<file path="src/verilog/cdpm_params.svh">
`ifndef CDPM_PARAMS_SVH
`define CDPM_PARAMS_SVH

// Divider select width; ratio is 2**sel
`define CDPM_SEL_W        2
// Divider counter width, enough for ratio 8
`define CDPM_CNT_W        3
// Largest select codes per divider
`define CDPM_REF_SEL_MAX  2'h3
`define CDPM_AHB_SEL_MAX  2'h2
`define CDPM_APB_SEL_MAX  2'h3
`define CDPM_EMI_SEL_MAX  2'h1
`define CDPM_FLASH_SEL_MAX 2'h1
// Reset value of every divider select (divide by 1)
`define CDPM_SEL_RST      2'h0
// Number of maskable peripheral clocks
`define CDPM_NPERIPH      8
// Peripheral slot numbers that may run from an external pin
`define CDPM_SLOT_USB     0
`define CDPM_SLOT_TIM01   1
`define CDPM_SLOT_TIM23   2

`endif

</file>
<file path="src/verilog/cdpm_pkg.sv">
package cdpm_pkg;

   // Power mode, one-hot
   typedef enum logic [2:0] {
      CDPM_RUN   = 3'b001,
      CDPM_IDLE  = 3'b010,
      CDPM_SLEEP = 3'b100
   } cdpm_mode_t;

   // Reset sources reported by the reset unit, level while active
   typedef struct packed {
      logic extPin;   // External reset pin
      logic wdog;     // Watchdog
      logic lowVolt;  // Low-voltage detect
      logic powerUp;  // Power-up
      logic jtagCmd;  // Debug command
   } cdpm_rstsrc_t;

   // Divider ratio selects, ratio is 2**sel
   typedef struct packed {
      logic [1:0] refSel;
      logic [1:0] ahbSel;
      logic [1:0] apbSel;
      logic [1:0] emiSel;
      logic [1:0] flashSel;
   } cdpm_divcfg_t;

   // External clock choices for peripherals with a dedicated pin
   typedef struct packed {
      logic usbSel;
      logic tim01Sel;
      logic tim23Sel;
   } cdpm_extsel_t;

endpackage

</file>
<file path="src/verilog/cdpm_div.sv">
`timescale 1ns/1ns
`include "cdpm_params.svh"

// Tick divider: passes every 2**sel-th input tick, whole periods only
module cdpm_div (
   input  wire logic                   clk,
   input  wire logic                   rstN,
   input  wire logic                   tickIn,
   input  wire logic [`CDPM_SEL_W-1:0] sel,
   input  wire logic [`CDPM_SEL_W-1:0] selMax,
   input  wire logic                   gateOpen,
   output logic                        tickOut
);
   logic [`CDPM_CNT_W-1:0] cnt_r;     // Input ticks in current period
   logic [`CDPM_SEL_W-1:0] selAct_r;  // Ratio in force this period
   logic                   gate_r;    // Gate in force this period
   logic [`CDPM_CNT_W-1:0] last;      // Terminal count
   logic                   term;      // Period ends on this tick
   logic [`CDPM_SEL_W-1:0] selSafe;   // Request clipped to legal range

   assign last    = `CDPM_CNT_W'((1 << selAct_r) - 1);
   assign term    = tickIn && (cnt_r == last);
   assign selSafe = (sel > selMax) ? selMax : sel;
   // Output only on a period boundary, so no pulse is ever cut short
   assign tickOut = term && gate_r;

   // Period counter
   always_ff @(posedge clk or negedge rstN) begin
      if (!rstN) begin
         cnt_r <= '0;
      end else if (term) begin
         cnt_r <= '0;
      end else if (tickIn) begin
         cnt_r <= cnt_r + `CDPM_CNT_W'(1);
      end
   end

   // Ratio and gate change at a boundary, or on any cycle while the gate is shut
   always_ff @(posedge clk or negedge rstN) begin
      if (!rstN) begin
         selAct_r <= `CDPM_SEL_RST;
         gate_r   <= 1'b1;
      end else if (term || !gate_r) begin
         selAct_r <= selSafe;
         gate_r   <= gateOpen;
      end
   end
endmodule

</file>
<file path="src/verilog/cdpm_clock_power.sv">
`timescale 1ns/1ns
`include "cdpm_params.svh"

// How it works
// - Main clock divided into reference clock
// - AHB clock is reference over 1,2,4
// - APB clock is reference over 1,2,4,8
// - Some AHB peripherals time transfers on APB
// - USB, timer pairs may use external pins
// - Idle bit stops core, flash clocks immediately
// - Idle keeps peripheral mask from before entry
// - Any reset source ends Idle
// - Any interrupt ends Idle
// - Wake-up unit input ends Idle
// - Sleep stops all but RTC, oscillator off
// - Sleep exit evaluated on RTC clock ticks
// - Sleep exits exclude watchdog reset
//
// Every derived clock is a one-cycle enable on clk_sys marking the
// rising edge of that clock; whole enables cannot glitch.
module cdpm_clock_power (
   input  wire logic                     clk_sys,
   input  wire logic                     nrst,
   input  wire cdpm_pkg::cdpm_divcfg_t   divCfg,
   input  wire cdpm_pkg::cdpm_extsel_t   extSel,
   input  wire logic [`CDPM_NPERIPH-1:0] periphMask,
   input  wire logic                     idleSet,
   input  wire logic                     sleepSet,
   input  wire cdpm_pkg::cdpm_rstsrc_t   rstSrc,
   input  wire logic                     irqAny,
   input  wire logic                     rtcAlarm,
   input  wire logic                     wakeIn,
   input  wire logic                     rtcClkIn,
   input  wire logic                     usbExtClk,
   input  wire logic                     tim01ExtClk,
   input  wire logic                     tim23ExtClk,
   output logic                          refClkEn,
   output logic                          coreClkEn,
   output logic                          ahbClkEn,
   output logic                          apbClkEn,
   output logic                          ahbPeriphXferEn,
   output logic                          emiClkEn,
   output logic                          flashClkEn,
   output logic [`CDPM_NPERIPH-1:0]      periphClkEn,
   output logic                          mainOscEn,
   output logic                          cpuHalted,
   output cdpm_pkg::cdpm_mode_t          modeOut
);

   logic                     rstSync1_r;   // Reset release stage 1
   logic                     rstSync2_r;   // Released reset for the block
   cdpm_pkg::cdpm_mode_t     mode_r;       // Power mode
   cdpm_pkg::cdpm_mode_t     mode_nxt;     // Next power mode
   logic [`CDPM_NPERIPH-1:0] idleMask_r;   // Mask frozen at idle entry
   logic [`CDPM_NPERIPH-1:0] maskEff;      // Mask currently in force
   logic                     rtcPrev_r;    // RTC clock last cycle
   logic                     rtcTick;      // RTC rising edge
   logic [2:0]               extPrev_r;    // External pins last cycle
   logic [2:0]               extTick;      // External pin rising edges
   logic                     coreRun;      // Core and flash may clock
   logic                     oscRun;       // Main oscillator running
   logic                     refTick;      // Reference clock edge
   logic                     ahbTick;      // AHB clock edge
   logic                     apbTick;      // APB clock edge
   logic                     emiTick;      // External memory clock edge
   logic                     flashTick;    // Flash interface clock edge
   logic                     anyReset;     // Any reset source
   logic                     sleepReset;   // Resets that may end sleep
   logic [`CDPM_NPERIPH-1:0] periphTick;   // Peripheral edges, pre-flop

   // Reset released through two flops, asserted at once
   always_ff @(posedge clk_sys or negedge nrst) begin
      if (!nrst) begin
         rstSync1_r <= 1'b0;
         rstSync2_r <= 1'b0;
      end else begin
         rstSync1_r <= 1'b1;
         rstSync2_r <= rstSync1_r;
      end
   end

   // Rising edge of a pin sampled on clk_sys
   function automatic logic riseOf(input logic now, input logic prev);
      riseOf = now && !prev;
   endfunction

   // Edge history of the RTC clock and external clock pins
   always_ff @(posedge clk_sys or negedge rstSync2_r) begin
      if (!rstSync2_r) begin
         rtcPrev_r <= 1'b0;
         extPrev_r <= 3'h0;
      end else begin
         rtcPrev_r <= rtcClkIn;
         extPrev_r <= {tim23ExtClk, tim01ExtClk, usbExtClk};
      end
   end

   assign rtcTick = riseOf(rtcClkIn, rtcPrev_r);
   assign extTick[0] = riseOf(usbExtClk, extPrev_r[0]);
   assign extTick[1] = riseOf(tim01ExtClk, extPrev_r[1]);
   assign extTick[2] = riseOf(tim23ExtClk, extPrev_r[2]);

   // Reset source groups; watchdog cannot end sleep
   assign anyReset   = |rstSrc;
   assign sleepReset = rstSrc.extPin || rstSrc.lowVolt || rstSrc.powerUp
                       || rstSrc.jtagCmd;

   // Mode transitions
   always_comb begin
      mode_nxt = mode_r;
      case (mode_r)
         cdpm_pkg::CDPM_RUN: begin
            // A pending reset keeps the device running
            if (!anyReset && sleepSet) begin
               mode_nxt = cdpm_pkg::CDPM_SLEEP;
            end else if (!anyReset && idleSet) begin
               mode_nxt = cdpm_pkg::CDPM_IDLE;
            end
         end
         cdpm_pkg::CDPM_IDLE: begin
            if (anyReset || irqAny || wakeIn) begin
               mode_nxt = cdpm_pkg::CDPM_RUN;
            end
         end
         cdpm_pkg::CDPM_SLEEP: begin
            // Exit logic only moves on an RTC clock edge
            if (rtcTick && (sleepReset || rtcAlarm || wakeIn)) begin
               mode_nxt = cdpm_pkg::CDPM_RUN;
            end
         end
         default: begin
            mode_nxt = cdpm_pkg::CDPM_RUN;
         end
      endcase
   end

   // Mode register
   always_ff @(posedge clk_sys or negedge rstSync2_r) begin
      if (!rstSync2_r) begin
         mode_r <= cdpm_pkg::CDPM_RUN;
      end else begin
         mode_r <= mode_nxt;
      end
   end

   // Peripheral mask frozen on the way into idle
   always_ff @(posedge clk_sys or negedge rstSync2_r) begin
      if (!rstSync2_r) begin
         idleMask_r <= '0;
      end else if (mode_r == cdpm_pkg::CDPM_RUN) begin
         idleMask_r <= periphMask;
      end
   end

   // Idle or sleep request gates the core in the same cycle
   assign coreRun = (mode_r == cdpm_pkg::CDPM_RUN) && !idleSet && !sleepSet;
   // Everything off the main oscillator stops in sleep
   assign oscRun  = (mode_r != cdpm_pkg::CDPM_SLEEP);
   assign maskEff = (mode_r == cdpm_pkg::CDPM_IDLE) ? idleMask_r : periphMask;

   // Reference divider from the main clock
   cdpm_div uRef (
      .clk      (clk_sys),
      .rstN     (rstSync2_r),
      .tickIn   (1'b1),
      .sel      (divCfg.refSel),
      .selMax   (`CDPM_REF_SEL_MAX),
      .gateOpen (oscRun),
      .tickOut  (refTick)
   );

   // Bus and memory dividers all fed by the reference clock
   cdpm_div uAhb (
      .clk      (clk_sys),
      .rstN     (rstSync2_r),
      .tickIn   (refTick),
      .sel      (divCfg.ahbSel),
      .selMax   (`CDPM_AHB_SEL_MAX),
      .gateOpen (oscRun),
      .tickOut  (ahbTick)
   );

   cdpm_div uApb (
      .clk      (clk_sys),
      .rstN     (rstSync2_r),
      .tickIn   (refTick),
      .sel      (divCfg.apbSel),
      .selMax   (`CDPM_APB_SEL_MAX),
      .gateOpen (oscRun),
      .tickOut  (apbTick)
   );

   cdpm_div uEmi (
      .clk      (clk_sys),
      .rstN     (rstSync2_r),
      .tickIn   (refTick),
      .sel      (divCfg.emiSel),
      .selMax   (`CDPM_EMI_SEL_MAX),
      .gateOpen (oscRun),
      .tickOut  (emiTick)
   );

   // Flash clock is stopped with the core
   cdpm_div uFlash (
      .clk      (clk_sys),
      .rstN     (rstSync2_r),
      .tickIn   (refTick),
      .sel      (divCfg.flashSel),
      .selMax   (`CDPM_FLASH_SEL_MAX),
      .gateOpen (coreRun),
      .tickOut  (flashTick)
   );

   // Peripheral clocks: APB timing, or a dedicated pin where allowed
   generate
      for (genvar i = 0; i < `CDPM_NPERIPH; i++) begin : gPeriph
         logic srcTick; // Chosen source edge
         if (i == `CDPM_SLOT_USB) begin : gUsb
            assign srcTick = extSel.usbSel ? extTick[0] : apbTick;
         end else if (i == `CDPM_SLOT_TIM01) begin : gT01
            assign srcTick = extSel.tim01Sel ? extTick[1] : apbTick;
         end else if (i == `CDPM_SLOT_TIM23) begin : gT23
            assign srcTick = extSel.tim23Sel ? extTick[2] : apbTick;
         end else begin : gApb
            assign srcTick = apbTick;
         end
         // Pin clocks also stop in sleep, as the whole chip is quiescent
         assign periphTick[i] = srcTick && maskEff[i] && oscRun;
      end
   endgenerate

   // Enable outputs from flops; the core enable is the gated reference
   always_ff @(posedge clk_sys or negedge rstSync2_r) begin
      if (!rstSync2_r) begin
         refClkEn        <= 1'b0;
         coreClkEn       <= 1'b0;
         ahbClkEn        <= 1'b0;
         apbClkEn        <= 1'b0;
         ahbPeriphXferEn <= 1'b0;
         emiClkEn        <= 1'b0;
         flashClkEn      <= 1'b0;
         periphClkEn     <= '0;
      end else begin
         refClkEn        <= refTick;
         coreClkEn       <= refTick && coreRun;
         ahbClkEn        <= ahbTick;
         apbClkEn        <= apbTick;
         ahbPeriphXferEn <= apbTick;
         emiClkEn        <= emiTick;
         // Flash edge dropped whole as soon as the core stops
         flashClkEn      <= flashTick && coreRun;
         periphClkEn     <= periphTick;
      end
   end

   // Status outputs
   always_ff @(posedge clk_sys or negedge rstSync2_r) begin
      if (!rstSync2_r) begin
         mainOscEn <= 1'b1;
         cpuHalted <= 1'b0;
         modeOut   <= cdpm_pkg::CDPM_RUN;
      end else begin
         mainOscEn <= (mode_nxt != cdpm_pkg::CDPM_SLEEP);
         cpuHalted <= (mode_nxt != cdpm_pkg::CDPM_RUN);
         modeOut   <= mode_nxt;
      end
   end

endmodule

</file>
<file path="config.mk">
export PLATFORM = sky130hd
export DESIGN_NAME = cdpm_clock_power
export DESIGN_NICKNAME = d
export VERILOG_FILES = /design/src/verilog/cdpm_pkg.sv /design/src/verilog/cdpm_div.sv /design/src/verilog/cdpm_clock_power.sv
export VERILOG_INCLUDE_DIRS = /design/src /design/src/verilog
export SDC_FILE = /design/constraint.sdc
export NUM_CORES = 1
export LEC_CHECK = 0
export ABC_AREA = 1
export BUFFER_PORTS_ARGS = -buffer_cell sky130_fd_sc_hd__buf_2
export CORE_MARGIN = 10
export CORE_UTILIZATION = 49
export CTS_CLUSTER_DIAMETER = 50
export DETAILED_ROUTE_END_ITERATION = 6
export HOLD_SLACK_MARGIN = 0.06
export PLACE_DENSITY = 0.75
export SETUP_SLACK_MARGIN = 0.05
export SLEW_MARGIN = 20
export SYNTH_ARGS = -nofsm -noshare
export SYNTH_HDL_FRONTEND = slang
export SYNTH_SLANG_ARGS = --single-unit
</file>
<file path="constraint.sdc">
create_clock -name clk_sys -period 2 [get_ports clk_sys]
set_clock_uncertainty 0.2 [all_clocks]
set_input_delay 0.5 -clock clk_sys [delete_from_list [all_inputs] [get_ports clk_sys]]
set_output_delay 0.5 -clock clk_sys [all_outputs]
set_load 0.05 [all_outputs]
</file>
# After elaboration in Yosys (flattened, before gate mapping)
# Cells that the tools add are included.
# totals
register_bits	63
inputBits	37
output_inout_bits	20
elab_cells	149
# op_classes
n_addsub	10
magnitude_cmp	5
n_eq_ne	11
shifts	5
muxes	23
n_reduce_logical	65
# ops
op	count
3-bit 2-to-1 mux	13
1-bit logical AND	36
3-bit by 1-bit adder with 3-bit output (second input constant)	5
3-bit equality test	5
1-bit by 2-bit left shift with 3-bit output (first input constant)	5
3-bit by 2-bit subtractor with 3-bit output (second input constant)	5
1-bit logical NOT	12
1-bit logical OR	12
2-bit 2-to-1 mux	5
3-bit one-hot mux with 3 select lines	1
8-bit 2-to-1 mux	1
2-bit nonzero test	4
2-bit greater-than comparator (second input constant)	3
3-bit != test (second input constant)	2
5-bit OR reduction	1
2-bit by 1-bit greater-than comparator with 1-bit output (second input constant)	2
3-bit by 1-bit equality test with 1-bit output (second input constant)	1
3-bit by 2-bit equality test with 1-bit output (second input constant)	1
3-bit equality test (second input constant)	1
1-bit 2-to-1 mux	3
3-bit by 1-bit != test with 1-bit output (second input constant)	1

# Depth between registers and ports, before layout
# depth
word_depth	9
ltp_mapped	10
ltp_nobuf	9

# Cells and area by module
# Synthesis repeated with hierarchy kept, for this count alone.
# hier_totals
hier_cells	416
area_unflattened_um2	3490.8
# modules_own_cells
module	n_inst	cells_each	area_per_inst_um2	seq_area_each_um2
cdpm_div	5	55	421.7	151.4
cdpm_clock_power	1	141	1382.6	828.3

# Worst setup path after synthesis
# No wires, ideal clock.
# synth_timing
path_type	reg-to-reg
start	register, netlist name modeOut[1]
end	register periphClkEn[3]
setup_time_ps	121
arrival_ps	1433
required_time_ps	1679
setup_slack_ps	246
stages_incl_launch_ff	7
path_buffers	1
period_less_slack_ps	1754
cell_sequence	dfrtp_1 -> inv_1 -> nor3_1 -> inv_1 -> clkbuf_1 -> o21ai_0 -> nor2_1
# synth_rtl
element	line_no	source
end signal, assigned	cdpm_clock_power.sv:252	periphClkEn <= periphTick;
end, declared	cdpm_clock_power.sv:44	output logic [`CDPM_NPERIPH-1:0] periphClkEn,

# Final worst setup path
# layout_timing
start	register modeOut[0]
end	output modeOut[0]
# layout_rtl
element	line_no	source
start, declared	cdpm_clock_power.sv:47	output cdpm_pkg::cdpm_mode_t modeOut
start signal, assigned	cdpm_clock_power.sv:261	modeOut <= cdpm_pkg::CDPM_RUN;
start signal, assigned	cdpm_clock_power.sv:265	modeOut <= mode_nxt;
# No word-level cell between the ends.

==> flow_metrics.py <==
metrics = {
    "status": {
        "outcome": "complete, no violations",
    },
    "power_and_ir_drop": {
        "clockPowerShare_pct": 23.9,
        "seqPwrFrac_pct": 39.5,
        "p_sw_uw": 1830,
        "combPwrFrac_pct": 36.6,
        "power_density_mw_per_mm2": 1340,
        "p_leak_uw": 0.00195,
        "sw_frac_of_total_pct": 38.3,
        "peakVddDrop_v": 0.000709,
        "internal_power_uw": 2950,
    },
    "floorplan": {
        "die_y_um": 97.3,
        "row_count": 28,
        "die_area_sq_mm": 0.00947,
        "start_util_pct": 50.1,
        "coreArea_sq_mm": 0.00585,
        "fp.dieW_um": 97.3,
        "io-pin-count": 57,
    },
    "global_route": {
        "grt_use_total_pct": 13.2,
        "grt_antenna_before_repair": 0,
        "grt_pass1_vias": 2339,
        "grt_max_degree": 28,
        "overflow": 0,
        "grt_pass1_wl_mm": 10.4,
    },
    "logic_synthesis": {
        "synth_seq_area_share_pct": 54.1,
        "yosysWarnings": 0,
        "ys_ff_latch": 63,
        "synth_edf_count": 0,
        "syn_area_per_cell_sq_um": 9.01,
        "async_flop_share_pct": 100,
        "ys_top_cells_by_area": "dfrtp_1 48%, nand2_1 8.8%, dfstp_2 6.3%",
        "ys.flop_type": "dfrtp_1",
        "synth_fp_nets": 367,
        "synth_top_cell_by_area": "dfrtp_1",
        "syn_area_sq_mm": 0.00293,
        "synth_top_cell_area_share_pct": 47.8,
        "synthCells": 325,
        "ys_types": 32,
    },
    "clock_network": {
        "root_buffer": "clkbuf_8",
        "clk-insertion-delay-late_ns": 0.34,
        "clockBufferDepth": 2,
        "cts_tree": "built",
        "clock_sinks": 63,
        "cts_inserted_buffers": 9,
        "cts_htree_levels": 3,
        "postCtsSetupBuffers": 0,
        "clk_pin_slew_worst_paths_ns": 0.07,
        "cts_resized": 0,
    },
    "setup_path": {
        "endpoint_kind": "output port",
        "critPathTopFamily": "flip-flops",
        "r2r_cells": 7,
        "r2r_slack_ns": 0.18,
        "path_cells": "buf_2",
        "critPathMaxFanout": 3,
        "criticalPathCategory": "reg -> out",
        "critPathArrivalTime_ns": 1.15,
        "crit_cells": 1,
        "crit_required_ns": 1.30,
        "reg2reg_from": "uRef.selAct_r[1]",
        "critPathSlowestCell": "dfstp_2",
        "crit_buf_inv": 1,
        "r2r-end": "uEmi.cnt_r[1]",
        "slowest_delay_ns": 0.54,
        "start_kind": "flop",
    },
    "timing": {
        "fin_ws_ns": 0.153,
        "finalHoldViolCount": 0,
        "fin_crit_ns": 1.85,
        "setup_viol": 0,
        "grt_setup_unrepaired": "false",
        "slew_violations": 0,
        "fmax_mhz": 541,
        "tightest_slew_ns": 0.551,
        "finalSetupTns_ns": 0,
        "relSlewSlack_pct": 63.3,
        "period_share_pct": 92.3,
    },
    "cells_and_area": {
        "nets": 439,
        "area_delta_synth_final_pct": 21.6,
        "design_area_sq_mm": 0.00356,
        "final_cell_mix": "69 x nand2_1, 56 x buf_2, 55 x dfrtp_1",
        "drive_gt1_share_pct": 29.1,
        "num_antenna_cells": 0,
        "layout_commonest_cell": "nand2_1",
    },
    "route": {
        "drt_iter0_drc": 91,
        "wl_per_cell_um": 12.7,
        "vias_per_cell": 4.72,
        "ant_nets": 0,
        "drc": 0,
        "dr.pass1.iters": 4,
        "via_count": 2252,
        "routed_wl_mm": 6.07,
    },
    "job": {
        "maxCapViolations": 0,
    },
    "placed_design": {
        "preCtsSetupSlack_ns": 0.195,
        "placed_area_sq_mm": 0.00334,
        "port_buffers": 56,
        "hpwl_mm": 4.59,
        "globalplace.congestion": 0.784,
    },
    "min_path": {
        "hold_class": "reg -> async",
    },
}
[worst max-delay path by stage]
stage / startpoint / end / slack (ns)
2_1_floorplan: modeOut[1] / periphClkEn[3] / 0.25
3_3_place_gp: uRef.selAct_r[1] / uEmi.cnt_r[1] / 0.25
3_5_place_dp: uRef.selAct_r[1] / uEmi.cnt_r[1] / 0.20
4_1_cts: modeOut[0] / modeOut[0] / 0.13
5_1_grt: uRef.selAct_r[1] / uApb.selAct_r[1] / 0.07
6_report: modeOut[0] / modeOut[0] / 0.15
[cells by family after synthesis]
| group | Yosys count | share of synthesized area (%) |
|---|---|---|
| buf+inv | 57 | 8.29 |
| xor+xnor | 10 | 3.25 |
| fa+ha+maj | 5 | 2.14 |
| simple gates | 143 | 23.0 |
| flops | 63 | 54.1 |
| compound gates | 46 | 9.10 |
| other cells | 1 | 0.128 |
[layout make-up]
| type | instances | area (sq um) |
|---|---|---|
| fillers | 492 | 2290 |
| multi-input cells | 205 | 1100 |
| well taps | 75 | 93.8 |
| flip-flops and latches | 63 | 1590 |
| clock buffers | 13 | 169 |
| inverters | 51 | 194 |
| clock inverters | 3 | 40.0 |
| repair buffers | 67 | 378 |
[synth_stat cells, drive strengths merged, types with 2 or more instances]
cell    number
nand3       28
ha           5
dfstp        7
buf          4
a21oi        8
dfrtp       56
nand3b       3
nor2        30
xnor2        2
nand2       73
xor2         8
o21ai       34
inv         51
nand4        2
o21bai       3
nor3         4
or2          2
clkbuf       2
[power by group through the flow]
stage	sequential [uW]	clock, uW	combinational (uW)
final	1890	1150	1750
after detailed placement	1910	0	1760
after global routing	1940	1230	1980
after global placement	1890	0	1700
after CTS	1890	1180	1780
after floorplan	1970	0	1330
[per-stage QoR]
| step | instances | utilization (%) | power (uW) | hold slack (ns) |
|---|---|---|---|---|
| after global placement | 460 | 57.1 | 3590 | 0.0708 |
| after floorplan | 325 | - | 3300 | 0.00441 |
| final | 477 | 60.9 | 4790 | 0.0555 |
| after CTS | 477 | 60.9 | 4840 | 0.0652 |
| after detailed placement | 460 | 57.1 | 3670 | 0.0795 |
| after global routing | 477 | 60.9 | 5150 | 0.0631 |
[sequential cells by signal, summed over array words and instances, names as in the netlist, 3 cells and up]
| name | flops |
|---|---|
| modeOut | 3 |
| idleMask_r | 8 |
| uEmi.cnt_r | 3 |
| periphClkEn | 8 |
| uFlash.cnt_r | 3 |
| uRef.cnt_r | 3 |
| extPrev_r | 3 |
| uAhb.cnt_r | 3 |
| uApb.cnt_r | 3 |
[routing by layer]
metal | up-vias | GRT usage [%] | part of all wire [%] | wire length (um)
li1 | 1164 | - | - | -
met1 | 1031 | 14.5 | 44 | 2670
met2 | 49 | 20.9 | 46 | 2810
met3 | 8 | 6.12 | 8.0 | 483
met4 | 0 | 6.49 | 1.8 | 107
met5 | - | 0 | 0 | 0
[timing repair]
| item | 4_1_cts | 5_1_grt |
|---|---|---|
| endpoints found under the setup margin | 0 | 0 |
| hold endpoints to repair | 2 | 0 |
| hold buffers | 1 | 0 |
No activity file was read; power rests on OpenSTA's default activity.
